File: src/core/pcabt_map.svh
// register map, field positions and counts of the counter array time base
//
// Summary of operation
// - sixteen-bit up-counter of two bytes steps once per count pulse while running.
// - every counter overflow reloads both bytes from the two reload registers.
// - three-bit source field picks clk/12, clk/2, timer0, pin, fast, clk, master.
// - external source counts only falling transitions on the external count pin.
// - mode bit 0 decides whether the overflow flag requests an interrupt.
// - each overflow toggles a signal, driven on its pin only while enabled.
// - idle gate bit 7 stops counting during processor idle; clear keeps counting.
// - mode bits 6,5,4 enable pair buffering when both modules suit it.
// - counter runs only while software holds control bit 6 set.
// - overflow sets control bit 7; only software clears it, software may set.
// - module events set control bits 0 to 5; only software clears them.
// - one sixteen-bit count is the shared time base for all six modules.
// - modules 0 to 5 each choose capture, timer, fast output, pwm, pwm-match.
// - a module not using its pin leaves that pin free for plain io.
// - software-writable low reload byte loads the counter low byte at overflow.
// - each module irq enable gates whether its flag requests an interrupt.
`ifndef PCABT_MAP_SVH
`define PCABT_MAP_SVH
`define PCABT_ADDR_CTRL 8'hd8
`define PCABT_ADDR_MODE 8'hd9
`define PCABT_ADDR_CNT_LO 8'he9
`define PCABT_ADDR_CNT_HI 8'hf9
`define PCABT_ADDR_RLD_LO 8'hce
`define PCABT_ADDR_RLD_HI 8'hcf
`define PCABT_REG_RESET 8'h00
`define PCABT_CNT_RESET 16'h0000
`define PCABT_CNT_MAX 16'hffff
`define PCABT_CTRL_OVF_BIT 7
`define PCABT_CTRL_RUN_BIT 6
`define PCABT_CTRL_FLAG_MSB 5
`define PCABT_CTRL_FLAG_LSB 0
`define PCABT_BYTE_LO_MSB 7
`define PCABT_BYTE_LO_LSB 0
`define PCABT_BYTE_HI_MSB 15
`define PCABT_BYTE_HI_LSB 8
`define PCABT_GPIO_RESET 6'h3f
`define PCABT_PAIR_RESET 3'h0
`define PCABT_MODE_IDLE_BIT 7
`define PCABT_MODE_BUF4_BIT 6
`define PCABT_MODE_BUF2_BIT 5
`define PCABT_MODE_BUF0_BIT 4
`define PCABT_MODE_SRC_MSB 3
`define PCABT_MODE_SRC_LSB 1
`define PCABT_MODE_OVF_IE_BIT 0
`define PCABT_SRC_DIV12 3'h0
`define PCABT_SRC_DIV2 3'h1
`define PCABT_SRC_TIMER0 3'h2
`define PCABT_SRC_EXT 3'h3
`define PCABT_SRC_FAST 3'h4
`define PCABT_SRC_SYS 3'h5
`define PCABT_SRC_MASTER 3'h7
`define PCABT_DIV12_LAST 4'hb
`define PCABT_DIV_RESET 4'h0
`endif

File: src/core/pcabt_pkg.sv
// shared types of the counter array time base
package pcabt_pkg;
   typedef logic [7:0] pcabt_byte_t;
   typedef logic [2:0] pcabt_src_t;
   typedef logic [15:0] pcabt_count_t;
endpackage

File: src/core/pcabt_if.sv
// carrier between the time base core and its count pulse generator
`timescale 1ns/1ps
interface pcabt_if;
   pcabt_pkg::pcabt_src_t source_select;
   logic timer0_ovf;
   logic count_tick;
   modport ctl (output source_select, output timer0_ovf, input count_tick);
   modport gen (input source_select, input timer0_ovf, output count_tick);
endinterface

File: src/core/pcabt_top.sv
// counter array time base: sfr registers, shared counter, flags, interrupt
`timescale 1ns/1ps
`include "pcabt_map.svh"
module pcabt_top (
   input wire logic ref_clk_in,
   input wire logic reset_n_in,
   input wire logic [7:0] sfr_addr_in,
   input wire logic sfr_wr_in,
   input wire logic sfr_rd_in,
   input wire logic [7:0] sfr_wdata_in,
   input wire logic idle_mode_in,
   input wire logic timer0_ovf_in,
   input wire logic external_count_input_in,
   input wire logic fast_mixed_source_in,
   input wire logic master_divider_output_in,
   input wire logic toggle_pin_enable_in,
   input wire logic [5:0] module_event_in,
   input wire logic [5:0] module_irq_enable_in,
   input wire logic [5:0] module_buffer_mode_in,
   input wire logic [5:0] module_pin_use_in,
   output logic [7:0] sfr_rdata_out,
   output logic [15:0] count_value_out,
   output logic overflow_pulse_out,
   output logic overflow_toggle_out,
   output logic toggle_pin_out,
   output logic toggle_pin_oe_out,
   output logic [2:0] buffer_pair_active_out,
   output logic [5:0] gpio_release_out,
   output logic irq_out
);
   // register state
   pcabt_pkg::pcabt_byte_t ctrl_q;
   pcabt_pkg::pcabt_byte_t ctrl_d;
   pcabt_pkg::pcabt_byte_t mode_q;
   pcabt_pkg::pcabt_byte_t mode_d;
   pcabt_pkg::pcabt_byte_t reload_lo_q;
   pcabt_pkg::pcabt_byte_t reload_lo_d;
   pcabt_pkg::pcabt_byte_t reload_hi_q;
   pcabt_pkg::pcabt_byte_t reload_hi_d;
   pcabt_pkg::pcabt_count_t count_q;
   pcabt_pkg::pcabt_count_t count_d;
   logic toggle_q;
   logic toggle_d;
   pcabt_pkg::pcabt_byte_t rdata_d;
   pcabt_pkg::pcabt_byte_t read_value;
   logic irq_d;

   // decoded strobes
   logic wr_ctrl;
   logic wr_mode;
   logic wr_cnt_lo;
   logic wr_cnt_hi;
   logic wr_rld_lo;
   logic wr_rld_hi;

   // control fields
   logic run;
   logic idle_gate;
   logic overflow_irq_enable;
   logic overflow_flag;
   logic [5:0] module_event_flag;
   logic [2:0] buffer_enable;
   logic [2:0] pair_ready;
   logic count_enable;
   logic at_max;
   logic overflow_event;
   pcabt_pkg::pcabt_byte_t ctrl_base;

   // link to the pulse generator
   pcabt_if pulse_link ();

   // address match used by every strobe
   function automatic logic addr_hit(input logic [7:0] addr, input logic [7:0] want);
      addr_hit = (addr == want);
   endfunction

   // read decode; unmapped sfr addresses return zero
   function automatic pcabt_pkg::pcabt_byte_t read_decode(
      input logic [7:0] addr,
      input pcabt_pkg::pcabt_byte_t ctrl,
      input pcabt_pkg::pcabt_byte_t mode,
      input pcabt_pkg::pcabt_count_t count,
      input pcabt_pkg::pcabt_byte_t rld_lo,
      input pcabt_pkg::pcabt_byte_t rld_hi
   );
      if (addr_hit(addr, `PCABT_ADDR_CTRL))
         read_decode = ctrl;
      else if (addr_hit(addr, `PCABT_ADDR_MODE))
         read_decode = mode;
      else if (addr_hit(addr, `PCABT_ADDR_CNT_LO))
         read_decode = count[`PCABT_BYTE_LO_MSB:`PCABT_BYTE_LO_LSB];
      else if (addr_hit(addr, `PCABT_ADDR_CNT_HI))
         read_decode = count[`PCABT_BYTE_HI_MSB:`PCABT_BYTE_HI_LSB];
      else if (addr_hit(addr, `PCABT_ADDR_RLD_LO))
         read_decode = rld_lo;
      else if (addr_hit(addr, `PCABT_ADDR_RLD_HI))
         read_decode = rld_hi;
      else
         read_decode = `PCABT_REG_RESET;
   endfunction

   // write strobes
   assign wr_ctrl = sfr_wr_in && addr_hit(sfr_addr_in, `PCABT_ADDR_CTRL);
   assign wr_mode = sfr_wr_in && addr_hit(sfr_addr_in, `PCABT_ADDR_MODE);
   assign wr_cnt_lo = sfr_wr_in && addr_hit(sfr_addr_in, `PCABT_ADDR_CNT_LO);
   assign wr_cnt_hi = sfr_wr_in && addr_hit(sfr_addr_in, `PCABT_ADDR_CNT_HI);
   assign wr_rld_lo = sfr_wr_in && addr_hit(sfr_addr_in, `PCABT_ADDR_RLD_LO);
   assign wr_rld_hi = sfr_wr_in && addr_hit(sfr_addr_in, `PCABT_ADDR_RLD_HI);

   // field views of the stored registers
   assign run = ctrl_q[`PCABT_CTRL_RUN_BIT];
   assign overflow_flag = ctrl_q[`PCABT_CTRL_OVF_BIT];
   assign module_event_flag = ctrl_q[`PCABT_CTRL_FLAG_MSB:`PCABT_CTRL_FLAG_LSB];
   assign idle_gate = mode_q[`PCABT_MODE_IDLE_BIT];
   assign overflow_irq_enable = mode_q[`PCABT_MODE_OVF_IE_BIT];
   assign buffer_enable = {mode_q[`PCABT_MODE_BUF4_BIT],
                           mode_q[`PCABT_MODE_BUF2_BIT],
                           mode_q[`PCABT_MODE_BUF0_BIT]};

   // pulse generator sees the source field and the timer 0 overflow
   assign pulse_link.source_select = mode_q[`PCABT_MODE_SRC_MSB:`PCABT_MODE_SRC_LSB];
   assign pulse_link.timer0_ovf = timer0_ovf_in;

   pcabt_pulse u_pulse (
      .ref_clk_in(ref_clk_in),
      .reset_n_in(reset_n_in),
      .external_count_input_in(external_count_input_in),
      .fast_mixed_source_in(fast_mixed_source_in),
      .master_divider_output_in(master_divider_output_in),
      .link(pulse_link.gen)
   );

   // a step needs a pulse, the run bit, and no idle gating
   assign count_enable = pulse_link.count_tick && run
                         && !(idle_gate && idle_mode_in);
   assign at_max = (count_q == `PCABT_CNT_MAX);
   // a software write to either count byte wins over the step in that cycle
   assign overflow_event = count_enable && at_max && !wr_cnt_lo && !wr_cnt_hi;

   // counter next value: byte writes, reload on overflow, else increment
   always_comb
   begin
      count_d = count_q;
      if (wr_cnt_lo || wr_cnt_hi)
      begin
         if (wr_cnt_lo)
            count_d[`PCABT_BYTE_LO_MSB:`PCABT_BYTE_LO_LSB] = sfr_wdata_in;
         if (wr_cnt_hi)
            count_d[`PCABT_BYTE_HI_MSB:`PCABT_BYTE_HI_LSB] = sfr_wdata_in;
      end
      else if (overflow_event)
         count_d = {reload_hi_q, reload_lo_q};
      else if (count_enable)
         count_d = count_q + 16'h0001;
   end

   // control flags: the hardware set wins over a software clear in the same cycle
   assign ctrl_base = wr_ctrl ? sfr_wdata_in : ctrl_q;
   always_comb
   begin
      ctrl_d = ctrl_base;
      ctrl_d[`PCABT_CTRL_OVF_BIT] = ctrl_base[`PCABT_CTRL_OVF_BIT] | overflow_event;
      ctrl_d[`PCABT_CTRL_FLAG_MSB:`PCABT_CTRL_FLAG_LSB] =
         ctrl_base[`PCABT_CTRL_FLAG_MSB:`PCABT_CTRL_FLAG_LSB] | module_event_in;
   end

   // plain read/write registers
   assign mode_d = wr_mode ? sfr_wdata_in : mode_q;
   assign reload_lo_d = wr_rld_lo ? sfr_wdata_in : reload_lo_q;
   assign reload_hi_d = wr_rld_hi ? sfr_wdata_in : reload_hi_q;

   // overflow flips the toggle signal
   assign toggle_d = toggle_q ^ overflow_event;

   // buffering only counts when both modules of a pair are in a suitable mode
   genvar pair;
   generate
      for (pair = 0; pair < 3; pair++)
      begin : g_pair
         assign pair_ready[pair] = buffer_enable[pair]
                                   && module_buffer_mode_in[2*pair]
                                   && module_buffer_mode_in[2*pair+1];
      end
   endgenerate

   // combined request from stored flags, one cycle behind the flag itself
   assign irq_d = (overflow_flag && overflow_irq_enable)
                  || |(module_event_flag & module_irq_enable_in);

   // read data is captured on the read strobe and held until the next read
   assign read_value = read_decode(sfr_addr_in, ctrl_q, mode_q, count_q,
                                   reload_lo_q, reload_hi_q);
   assign rdata_d = sfr_rd_in ? read_value : sfr_rdata_out;

   // run bit and flags; the set-wins merge is done in ctrl_d,
   // so this flop only stores and the reset leaves the counter stopped
   always_ff @(posedge ref_clk_in or negedge reset_n_in)
   begin
      if (!reset_n_in)
         ctrl_q <= `PCABT_REG_RESET;
      else
         ctrl_q <= ctrl_d;
   end

   // mode register; a zero reset selects clk/12 with the idle gate open and every enable clear
   always_ff @(posedge ref_clk_in or negedge reset_n_in)
   begin
      if (!reset_n_in)
         mode_q <= `PCABT_REG_RESET;
      else
         mode_q <= mode_d;
   end

   // low reload byte
   always_ff @(posedge ref_clk_in or negedge reset_n_in)
   begin
      if (!reset_n_in)
         reload_lo_q <= `PCABT_REG_RESET;
      else
         reload_lo_q <= reload_lo_d;
   end

   // high reload byte
   always_ff @(posedge ref_clk_in or negedge reset_n_in)
   begin
      if (!reset_n_in)
         reload_hi_q <= `PCABT_REG_RESET;
      else
         reload_hi_q <= reload_hi_d;
   end

   // shared count; byte writes and reloads are already merged into count_d
   always_ff @(posedge ref_clk_in or negedge reset_n_in)
   begin
      if (!reset_n_in)
         count_q <= `PCABT_CNT_RESET;
      else
         count_q <= count_d;
   end

   // internal toggle level, flipped once per overflow
   always_ff @(posedge ref_clk_in or negedge reset_n_in)
   begin
      if (!reset_n_in)
         toggle_q <= 1'b0;
      else
         toggle_q <= toggle_d;
   end

   // read data register; without a read strobe it keeps the last answer
   always_ff @(posedge ref_clk_in or negedge reset_n_in)
   begin
      if (!reset_n_in)
         sfr_rdata_out <= `PCABT_REG_RESET;
      else
         sfr_rdata_out <= rdata_d;
   end

   // count bus and overflow pulse; the bus takes the next value so the modules
   // compare against the same number the counter holds, with no extra lag
   always_ff @(posedge ref_clk_in or negedge reset_n_in)
   begin
      if (!reset_n_in)
      begin
         count_value_out <= `PCABT_CNT_RESET;
         overflow_pulse_out <= 1'b0;
      end
      else
      begin
         count_value_out <= count_d;
         overflow_pulse_out <= overflow_event;
      end
   end

   // toggle output and its pin; the level runs on while the enable is low,
   // so enabling the pin later shows the true overflow parity at once
   always_ff @(posedge ref_clk_in or negedge reset_n_in)
   begin
      if (!reset_n_in)
      begin
         overflow_toggle_out <= 1'b0;
         toggle_pin_out <= 1'b0;
         toggle_pin_oe_out <= 1'b0;
      end
      else
      begin
         overflow_toggle_out <= toggle_d;
         toggle_pin_out <= toggle_d;
         toggle_pin_oe_out <= toggle_pin_enable_in;
      end
   end

   // module side views; every pin starts free for plain io
   always_ff @(posedge ref_clk_in or negedge reset_n_in)
   begin
      if (!reset_n_in)
      begin
         buffer_pair_active_out <= `PCABT_PAIR_RESET;
         gpio_release_out <= `PCABT_GPIO_RESET;
         irq_out <= 1'b0;
      end
      else
      begin
         buffer_pair_active_out <= pair_ready;
         gpio_release_out <= ~module_pin_use_in;
         irq_out <= irq_d;
      end
   end
endmodule // pcabt_top

File: src/core/pcabt_sync.sv
// three-flop pin synchroniser; a change counts once stages two and three agree
`timescale 1ns/1ps
module pcabt_sync #(
   parameter int WIDTH = 3
) (
   input wire logic ref_clk_in,
   input wire logic reset_n_in,
   input wire logic [WIDTH-1:0] pin_in,
   output logic [WIDTH-1:0] level_out
);
   logic [WIDTH-1:0] stage1_q;
   logic [WIDTH-1:0] stage2_q;
   logic [WIDTH-1:0] stage3_q;
   logic [WIDTH-1:0] level_d;

   // stage one is read by stage two only
   assign level_d = (stage2_q & stage3_q) | (level_out & (stage2_q ^ stage3_q));

   // shift chain plus agreed level
   always_ff @(posedge ref_clk_in or negedge reset_n_in)
   begin
      if (!reset_n_in)
      begin
         stage1_q <= '1;
         stage2_q <= '1;
         stage3_q <= '1;
         level_out <= '1;
      end
      else
      begin
         stage1_q <= pin_in;
         stage2_q <= stage1_q;
         stage3_q <= stage2_q;
         level_out <= level_d;
      end
   end
endmodule // pcabt_sync

File: src/core/pcabt_pulse.sv
// count pulse generator: prescalers, pin edge detection, source selection
`timescale 1ns/1ps
`include "pcabt_map.svh"
module pcabt_pulse (
   input wire logic ref_clk_in,
   input wire logic reset_n_in,
   input wire logic external_count_input_in,
   input wire logic fast_mixed_source_in,
   input wire logic master_divider_output_in,
   pcabt_if.gen link
);
   logic [3:0] div12_q;
   logic div2_q;
   logic [2:0] level;
   logic [2:0] level_prev_q;
   logic [2:0] fall;
   logic div12_tick;
   logic div2_tick;
   logic tick_d;

   // pins from outside the clock domain: ext, fast, master
   pcabt_sync #(.WIDTH(3)) u_sync (
      .ref_clk_in(ref_clk_in),
      .reset_n_in(reset_n_in),
      .pin_in({master_divider_output_in, fast_mixed_source_in, external_count_input_in}),
      .level_out(level)
   );

   // falling transitions of the agreed levels
   assign fall = level_prev_q & ~level;
   assign div12_tick = (div12_q == `PCABT_DIV12_LAST);
   assign div2_tick = div2_q;

   // source mux; fast sources are sampled, so they must stay below clk/4 here
   always_comb
   begin
      case (link.source_select)
         `PCABT_SRC_DIV12: tick_d = div12_tick;
         `PCABT_SRC_DIV2: tick_d = div2_tick;
         `PCABT_SRC_TIMER0: tick_d = link.timer0_ovf;
         `PCABT_SRC_EXT: tick_d = fall[0];
         `PCABT_SRC_FAST: tick_d = fall[1];
         `PCABT_SRC_SYS: tick_d = 1'b1;
         `PCABT_SRC_MASTER: tick_d = fall[2];
         default: tick_d = 1'b0; // reserved code never counts
      endcase
   end

   assign link.count_tick = tick_d;

   // free-running prescalers and edge history
   always_ff @(posedge ref_clk_in or negedge reset_n_in)
   begin
      if (!reset_n_in)
      begin
         div12_q <= `PCABT_DIV_RESET;
         div2_q <= 1'b0;
         level_prev_q <= '1;
      end
      else
      begin
         div12_q <= div12_tick ? `PCABT_DIV_RESET : div12_q + 4'h1;
         div2_q <= ~div2_q;
         level_prev_q <= level;
      end
   end
endmodule // pcabt_pulse

File: config.mk
export PLATFORM = sky130hd
export DESIGN_NAME = pcabt_top
export DESIGN_NICKNAME = d
export VERILOG_FILES = /design/src/core/pcabt_pkg.sv /design/src/core/pcabt_if.sv /design/src/core/pcabt_top.sv /design/src/core/pcabt_sync.sv /design/src/core/pcabt_pulse.sv
export VERILOG_INCLUDE_DIRS = /design/src /design/src/core
export SDC_FILE = /design/constraint.sdc
export NUM_CORES = 1
export LEC_CHECK = 0
export BUFFER_PORTS_ARGS = -buffer_cell sky130_fd_sc_hd__buf_2
export CORE_MARGIN = 2
export CORE_UTILIZATION = 59
export CTS_CLUSTER_SIZE = 24
export DETAILED_ROUTE_END_ITERATION = 6
export MAX_ROUTING_LAYER = met4
export PLACE_DENSITY_LB_ADDON = 0.08
export SLEW_MARGIN = 20
export SYNTH_ARGS = -nofsm -noshare
export SYNTH_HDL_FRONTEND = slang
export SYNTH_SLANG_ARGS = --single-unit
File: constraint.sdc
create_clock -name ref_clk_in -period 3.81 [get_ports ref_clk_in]
set_input_delay 0.9525 -clock ref_clk_in [delete_from_list [all_inputs] [get_ports ref_clk_in]]
set_output_delay 0.9525 -clock ref_clk_in [all_outputs]
set_load 0.01 [all_outputs]
==> results.sh <==
export IMPL_run_status="complete, no violations"
export IMPL_ys_warn_count=0
export IMPL_post_synth_inst_count=389
export IMPL_grt_usage_pct=30.5
export IMPL_die_extent_in_y_um=90.1
export IMPL_setup_worst_path_end="count_value_out[4]"
export IMPL_floorplan_row_count=31
export IMPL_synth_seq_area_share_pct=51.5
export IMPL_synthFlopType="sky130_fd_sc_hd__dfrtp_1"
export IMPL_synth_fp_nets=444
export IMPL_setup_slack_ns=1.18
export IMPL_netSwitchingFraction_pct=30.5
export IMPL_rsz0062_at_grt="false"
export IMPL_grt_max_degree=36
export IMPL_rr_endpoint="count_value_out[4]"
export IMPL_worstHoldPathType="reg2reg"
export IMPL_synth_cell_types=56
export IMPL_post_placement_cell_count=560
export IMPL_ctsRootBufferMaster="sky130_fd_sc_hd__clkbuf_8"
export IMPL_port_buffers=87
export IMPL_criticalPathCategory="in2reg"
export IMPL_fillerInstances=594
export IMPL_finalHoldViolations=0
export IMPL_final_area_um2=5060
export IMPL_cts_made_buffers=9
export IMPL_power_frac_comb_pct=16.1
export IMPL_floorplan_io_pins=88
export IMPL_postPlaceCellArea_um2=4860
export IMPL_finClkSkew_ns=0.0134
export IMPL_drc_violations_left=0
export IMPL_clock_path_buffers=2
export IMPL_number_of_resized_instances_in_the_post_cts_repair_step=0
export IMPL_post_layout_nonfiller_instances=576
export IMPL_core_area_um2=7210
export IMPL_mean_number_of_vias_per_cell=6.11
export IMPL_grt_antenna_before_repair=0
export IMPL_number_of_buffers_inserted_for_hold_repair_after_clock_tree_synthesis=0
export IMPL_finish_net_count=527
export IMPL_crit_required_ns=4.06
export IMPL_die_area_um2=8120
export IMPL_path_clk_slew_ns=0.10
export IMPL_clock_fmax_mhz=381
export IMPL_grt_util_met1_pct=41.2
export IMPL_max_vdd_ir_drop_v=0.000306
export IMPL_mappedNetlistArea_um2=4370
export IMPL_detail_route_wirelength_um=11300
export IMPL_gp_routability_congestion=0.928
export IMPL_crit_chain="buf_2 -> and4bb_2 -> and4_1 -> nand2_1 -> nand2_1 -> nand2_2 -> o221a_2"
export IMPL_postSynthRegisterBits=89
export IMPL_source_of_the_worst_register_to_register_timing_path="mode_q[2]"
export IMPL_pwr_share_clk_pct=30.2
export IMPL_cp_end_kind="register"
export IMPL_timing_reg2reg_setup_slack_ns=1.37
export IMPL_grt_first_pass_wirelength_um=18700
export IMPL_pwr_density_cell_nw_per_um2=432
export IMPL_crit_path_max_fanout=12
export IMPL_async_flop_share_pct=100
export IMPL_clock_sinks=89
export IMPL_diodes=0
export IMPL_startpoint="sfr_addr_in[0]"
export IMPL_ctsHtreeMaxLevel=3
export IMPL_final_max_slew_violation_count=0
export IMPL_final_min_clock_period_ns=2.63
export IMPL_slew_limit_headroom_pct=43.7
export IMPL_routed_via_count=3517
export IMPL_avgRoutedWirePerCell_um=19.6
export IMPL_multi_input_comb_area_um2=1940
export IMPL_final_min_period_over_clock_period_pct=68.9
export IMPL_edff_count_synth=0
export IMPL_grt_ovfl_total=0
export IMPL_cp_start_kind="primary input"
export IMPL_cts_repair_timing_setup_buffer_count=0
export IMPL_finalSetupViolCount=0
export IMPL_layout_area_overhead_vs_synth_pct=15.6
export IMPL_die_width_um=90.1
export IMPL_grt_met3_usage_pct=7.12
export IMPL_power_switching_mw=0.666
export IMPL_clock_insertion_delay_worst_skew_ns=0.36
export IMPL_globalRoute_busiestLayer="met2"
export IMPL_critPathMaxStageDelay_ns=0.45
export IMPL_antenna_left=0
export IMPL_worst_endpoint_arrival_ns=2.88
export IMPL_initial_drc_count=402
export IMPL_timing_critical_path_mode_cell="sky130_fd_sc_hd__nand2_1"
export IMPL_tritonroute_pass_1_iters=5
export IMPL_cts_tree="yes"
export IMPL_post_place_ws_ns=0.845
export IMPL_power_internal_mw=1.52
export IMPL_dp_hpwl_um=8270
export IMPL_use_met2_pct=44.7
export IMPL_floorplan_initialDensity_pct=60.6
export IMPL_first_global_vias=3510
export IMPL_r2r_worst_path_cells=6
export IMPL_flop_pwr_share_pct=53.7
export IMPL_final_layout_size_suffix_gt1_share_pct=37.3
export IMPL_p_leak_nw=2.35
export IMPL_synth_area_per_cell_um2=11.2
export IMPL_sequential_cell_area_um2=2250
export IMPL_cpMaxStageDelayCell="sky130_fd_sc_hd__and4bb_2"
export IMPL_holdWs_ns=0.348
export IMPL_tightestPinTransition_ns=0.838
export IMPL_maxCapViolCount=0
export IMPL_final_setup_tns_ns=0
## state kept, by name (all words and copies together), names as in the netlist, 3 cells and up
register	cells
count_value_out	16
u_pulse.u_sync.level_out	3
gpio_release_out	6
ctrl_q	8
u_pulse.level_prev_q	3
u_pulse.u_sync.stage1_q	3
u_pulse.div12_q	4
sfr_rdata_out	8
u_pulse.u_sync.stage2_q	3
buffer_pair_active_out	3
mode_q	8
reload_hi_q	8
reload_lo_q	8
u_pulse.u_sync.stage3_q	3
## placed cells by master, fill, tap and decap left out, drive strengths merged, types with 2 or more instances in the layout
master / netlist / layout
o221ai: 9 / 9
clkbuf: 6 / 9
and3: 9 / 9
nor2: 21 / 21
or2: 2 / 2
a211oi: 2 / 2
mux2i: 20 / 20
a21oi: 14 / 14
nand4b: 2 / 2
nand3: 14 / 14
clkinvlp: 0 / 2
clkinv: 0 / 2
a211o: 7 / 7
buf: 11 / 89
o221a: 11 / 11
o22ai: 9 / 9
nor3: 6 / 6
dfstp: 21 / 21
and4: 3 / 3
nand2: 29 / 29
ha: 5 / 5
and2: 3 / 3
nor3b: 2 / 2
xor2: 4 / 4
inv: 24 / 26
a22oi: 2 / 2
o211ai: 6 / 6
dfrtp: 68 / 68
a21o: 3 / 3
o21ai: 12 / 12
nand4: 7 / 7
nor4: 6 / 6
a31oi: 2 / 2
nand2b: 3 / 3
xnor2: 8 / 8
mux2: 27 / 27
## synth_stat cells (2+ instances only)
cell type                  instances  area (um^2)
sky130_fd_sc_hd__a211o_1           7         61.3
sky130_fd_sc_hd__a211oi_1          2         15.0
sky130_fd_sc_hd__a21o_1            3         22.5
sky130_fd_sc_hd__a21oi_1          14         70.1
sky130_fd_sc_hd__a22oi_1           2         15.0
sky130_fd_sc_hd__a31oi_1           2         12.5
sky130_fd_sc_hd__and2_1            2         12.5
sky130_fd_sc_hd__and3_1            9         56.3
sky130_fd_sc_hd__and4_1            3         26.3
sky130_fd_sc_hd__buf_2             5         25.0
sky130_fd_sc_hd__buf_4             4         30.0
sky130_fd_sc_hd__clkbuf_1          4         15.0
sky130_fd_sc_hd__clkbuf_2          2         10.0
sky130_fd_sc_hd__dfrtp_1          68         1700
sky130_fd_sc_hd__dfstp_2          21          552
sky130_fd_sc_hd__ha_1              5         62.6
sky130_fd_sc_hd__inv_1            24         90.1
sky130_fd_sc_hd__mux2_2           27          304
sky130_fd_sc_hd__mux2i_1          20          200
sky130_fd_sc_hd__nand2_1          28          105
sky130_fd_sc_hd__nand2b_1          3         18.8
sky130_fd_sc_hd__nand3_1          12         60.1
sky130_fd_sc_hd__nand4_1           7         43.8
sky130_fd_sc_hd__nor2_1           21         78.8
sky130_fd_sc_hd__nor3_1            6         30.0
sky130_fd_sc_hd__nor4_1            4         25.0
sky130_fd_sc_hd__nor4_2            2         25.0
sky130_fd_sc_hd__o211ai_1          6         45.0
sky130_fd_sc_hd__o21ai_0          12         60.1
sky130_fd_sc_hd__o221a_2          11          124
sky130_fd_sc_hd__o221ai_1          9         78.8
sky130_fd_sc_hd__o22ai_1           9         56.3
sky130_fd_sc_hd__or2_2             2         12.5
sky130_fd_sc_hd__xnor2_1           8         70.1
sky130_fd_sc_hd__xor2_1            4         35.0
## worst max-delay path, delay by kind of cell
family          cells  cell delay [ns]
compound gates      1             0.30
simple gates        5             1.29
buf+inv             1             0.32
## how the worst min path moves through the flow
stage                                           from                    endpoint  slack [ns]  cells past startpoint
after floorplan           u_pulse.u_sync.stage1_q[0]  u_pulse.u_sync.stage2_q[0]        0.35                      0
after global placement    u_pulse.u_sync.stage1_q[0]  u_pulse.u_sync.stage2_q[0]        0.35                      0
after detailed placement  u_pulse.u_sync.stage1_q[1]  u_pulse.u_sync.stage2_q[1]        0.35                      0
after CTS                 u_pulse.u_sync.stage1_q[2]  u_pulse.u_sync.stage2_q[2]        0.35                      0
after global routing      u_pulse.u_sync.stage1_q[2]  u_pulse.u_sync.stage2_q[2]        0.35                      0
final                     u_pulse.u_sync.stage1_q[2]  u_pulse.u_sync.stage2_q[2]        0.35                      0
## per-layer routing
layer  vias to the layer above  routed length [um]
met5                         -                   0
met4                         0                 411
met3                        29                1050
met2                       187                5050
met1                      1695                4780
li1                       1606                   -
## stage by stage
| step | utilization, % | power, mW |
|---|---|---|
| 6_report | 70.1 | 2.18 |
| 5_1_grt | 70.1 | 2.28 |
| 4_1_cts | 70.1 | 2.19 |
| 3_5_place_dp | 67.3 | 1.53 |
| 3_3_place_gp | 67.3 | 1.52 |
| 2_1_floorplan | - | 1.36 |
## cell families after synthesis
group	synth area share [%]
AOI/OAI and AO/OA	13.9
xor gates and xnor gates	2.40
and+or+nand+nor	15.0
DFF	51.5
adders and majority gates	1.43
muxes	11.5
buffers and inverters	4.23
## power by group through the flow
stage / clock network, mW / registers (mW) / logic, mW
floorplan: 0 / 1.16 / 0.203
global route: 0.707 / 1.19 / 0.388
detailed placement: 0 / 1.19 / 0.349
CTS: 0.670 / 1.17 / 0.351
finish: 0.659 / 1.17 / 0.351
global placement: 0 / 1.18 / 0.342
## cell type report
type / instances / area share (%)
clock inverters: 7 / 1.51
flip-flops and latches: 89 / 44.6
inverters: 24 / 1.78
well taps: 99 / 2.45
clock buffers: 9 / 2.45
multi-input cells: 259 / 38.3
repair buffers: 89 / 8.96
(Power assumes the default switching activity.)
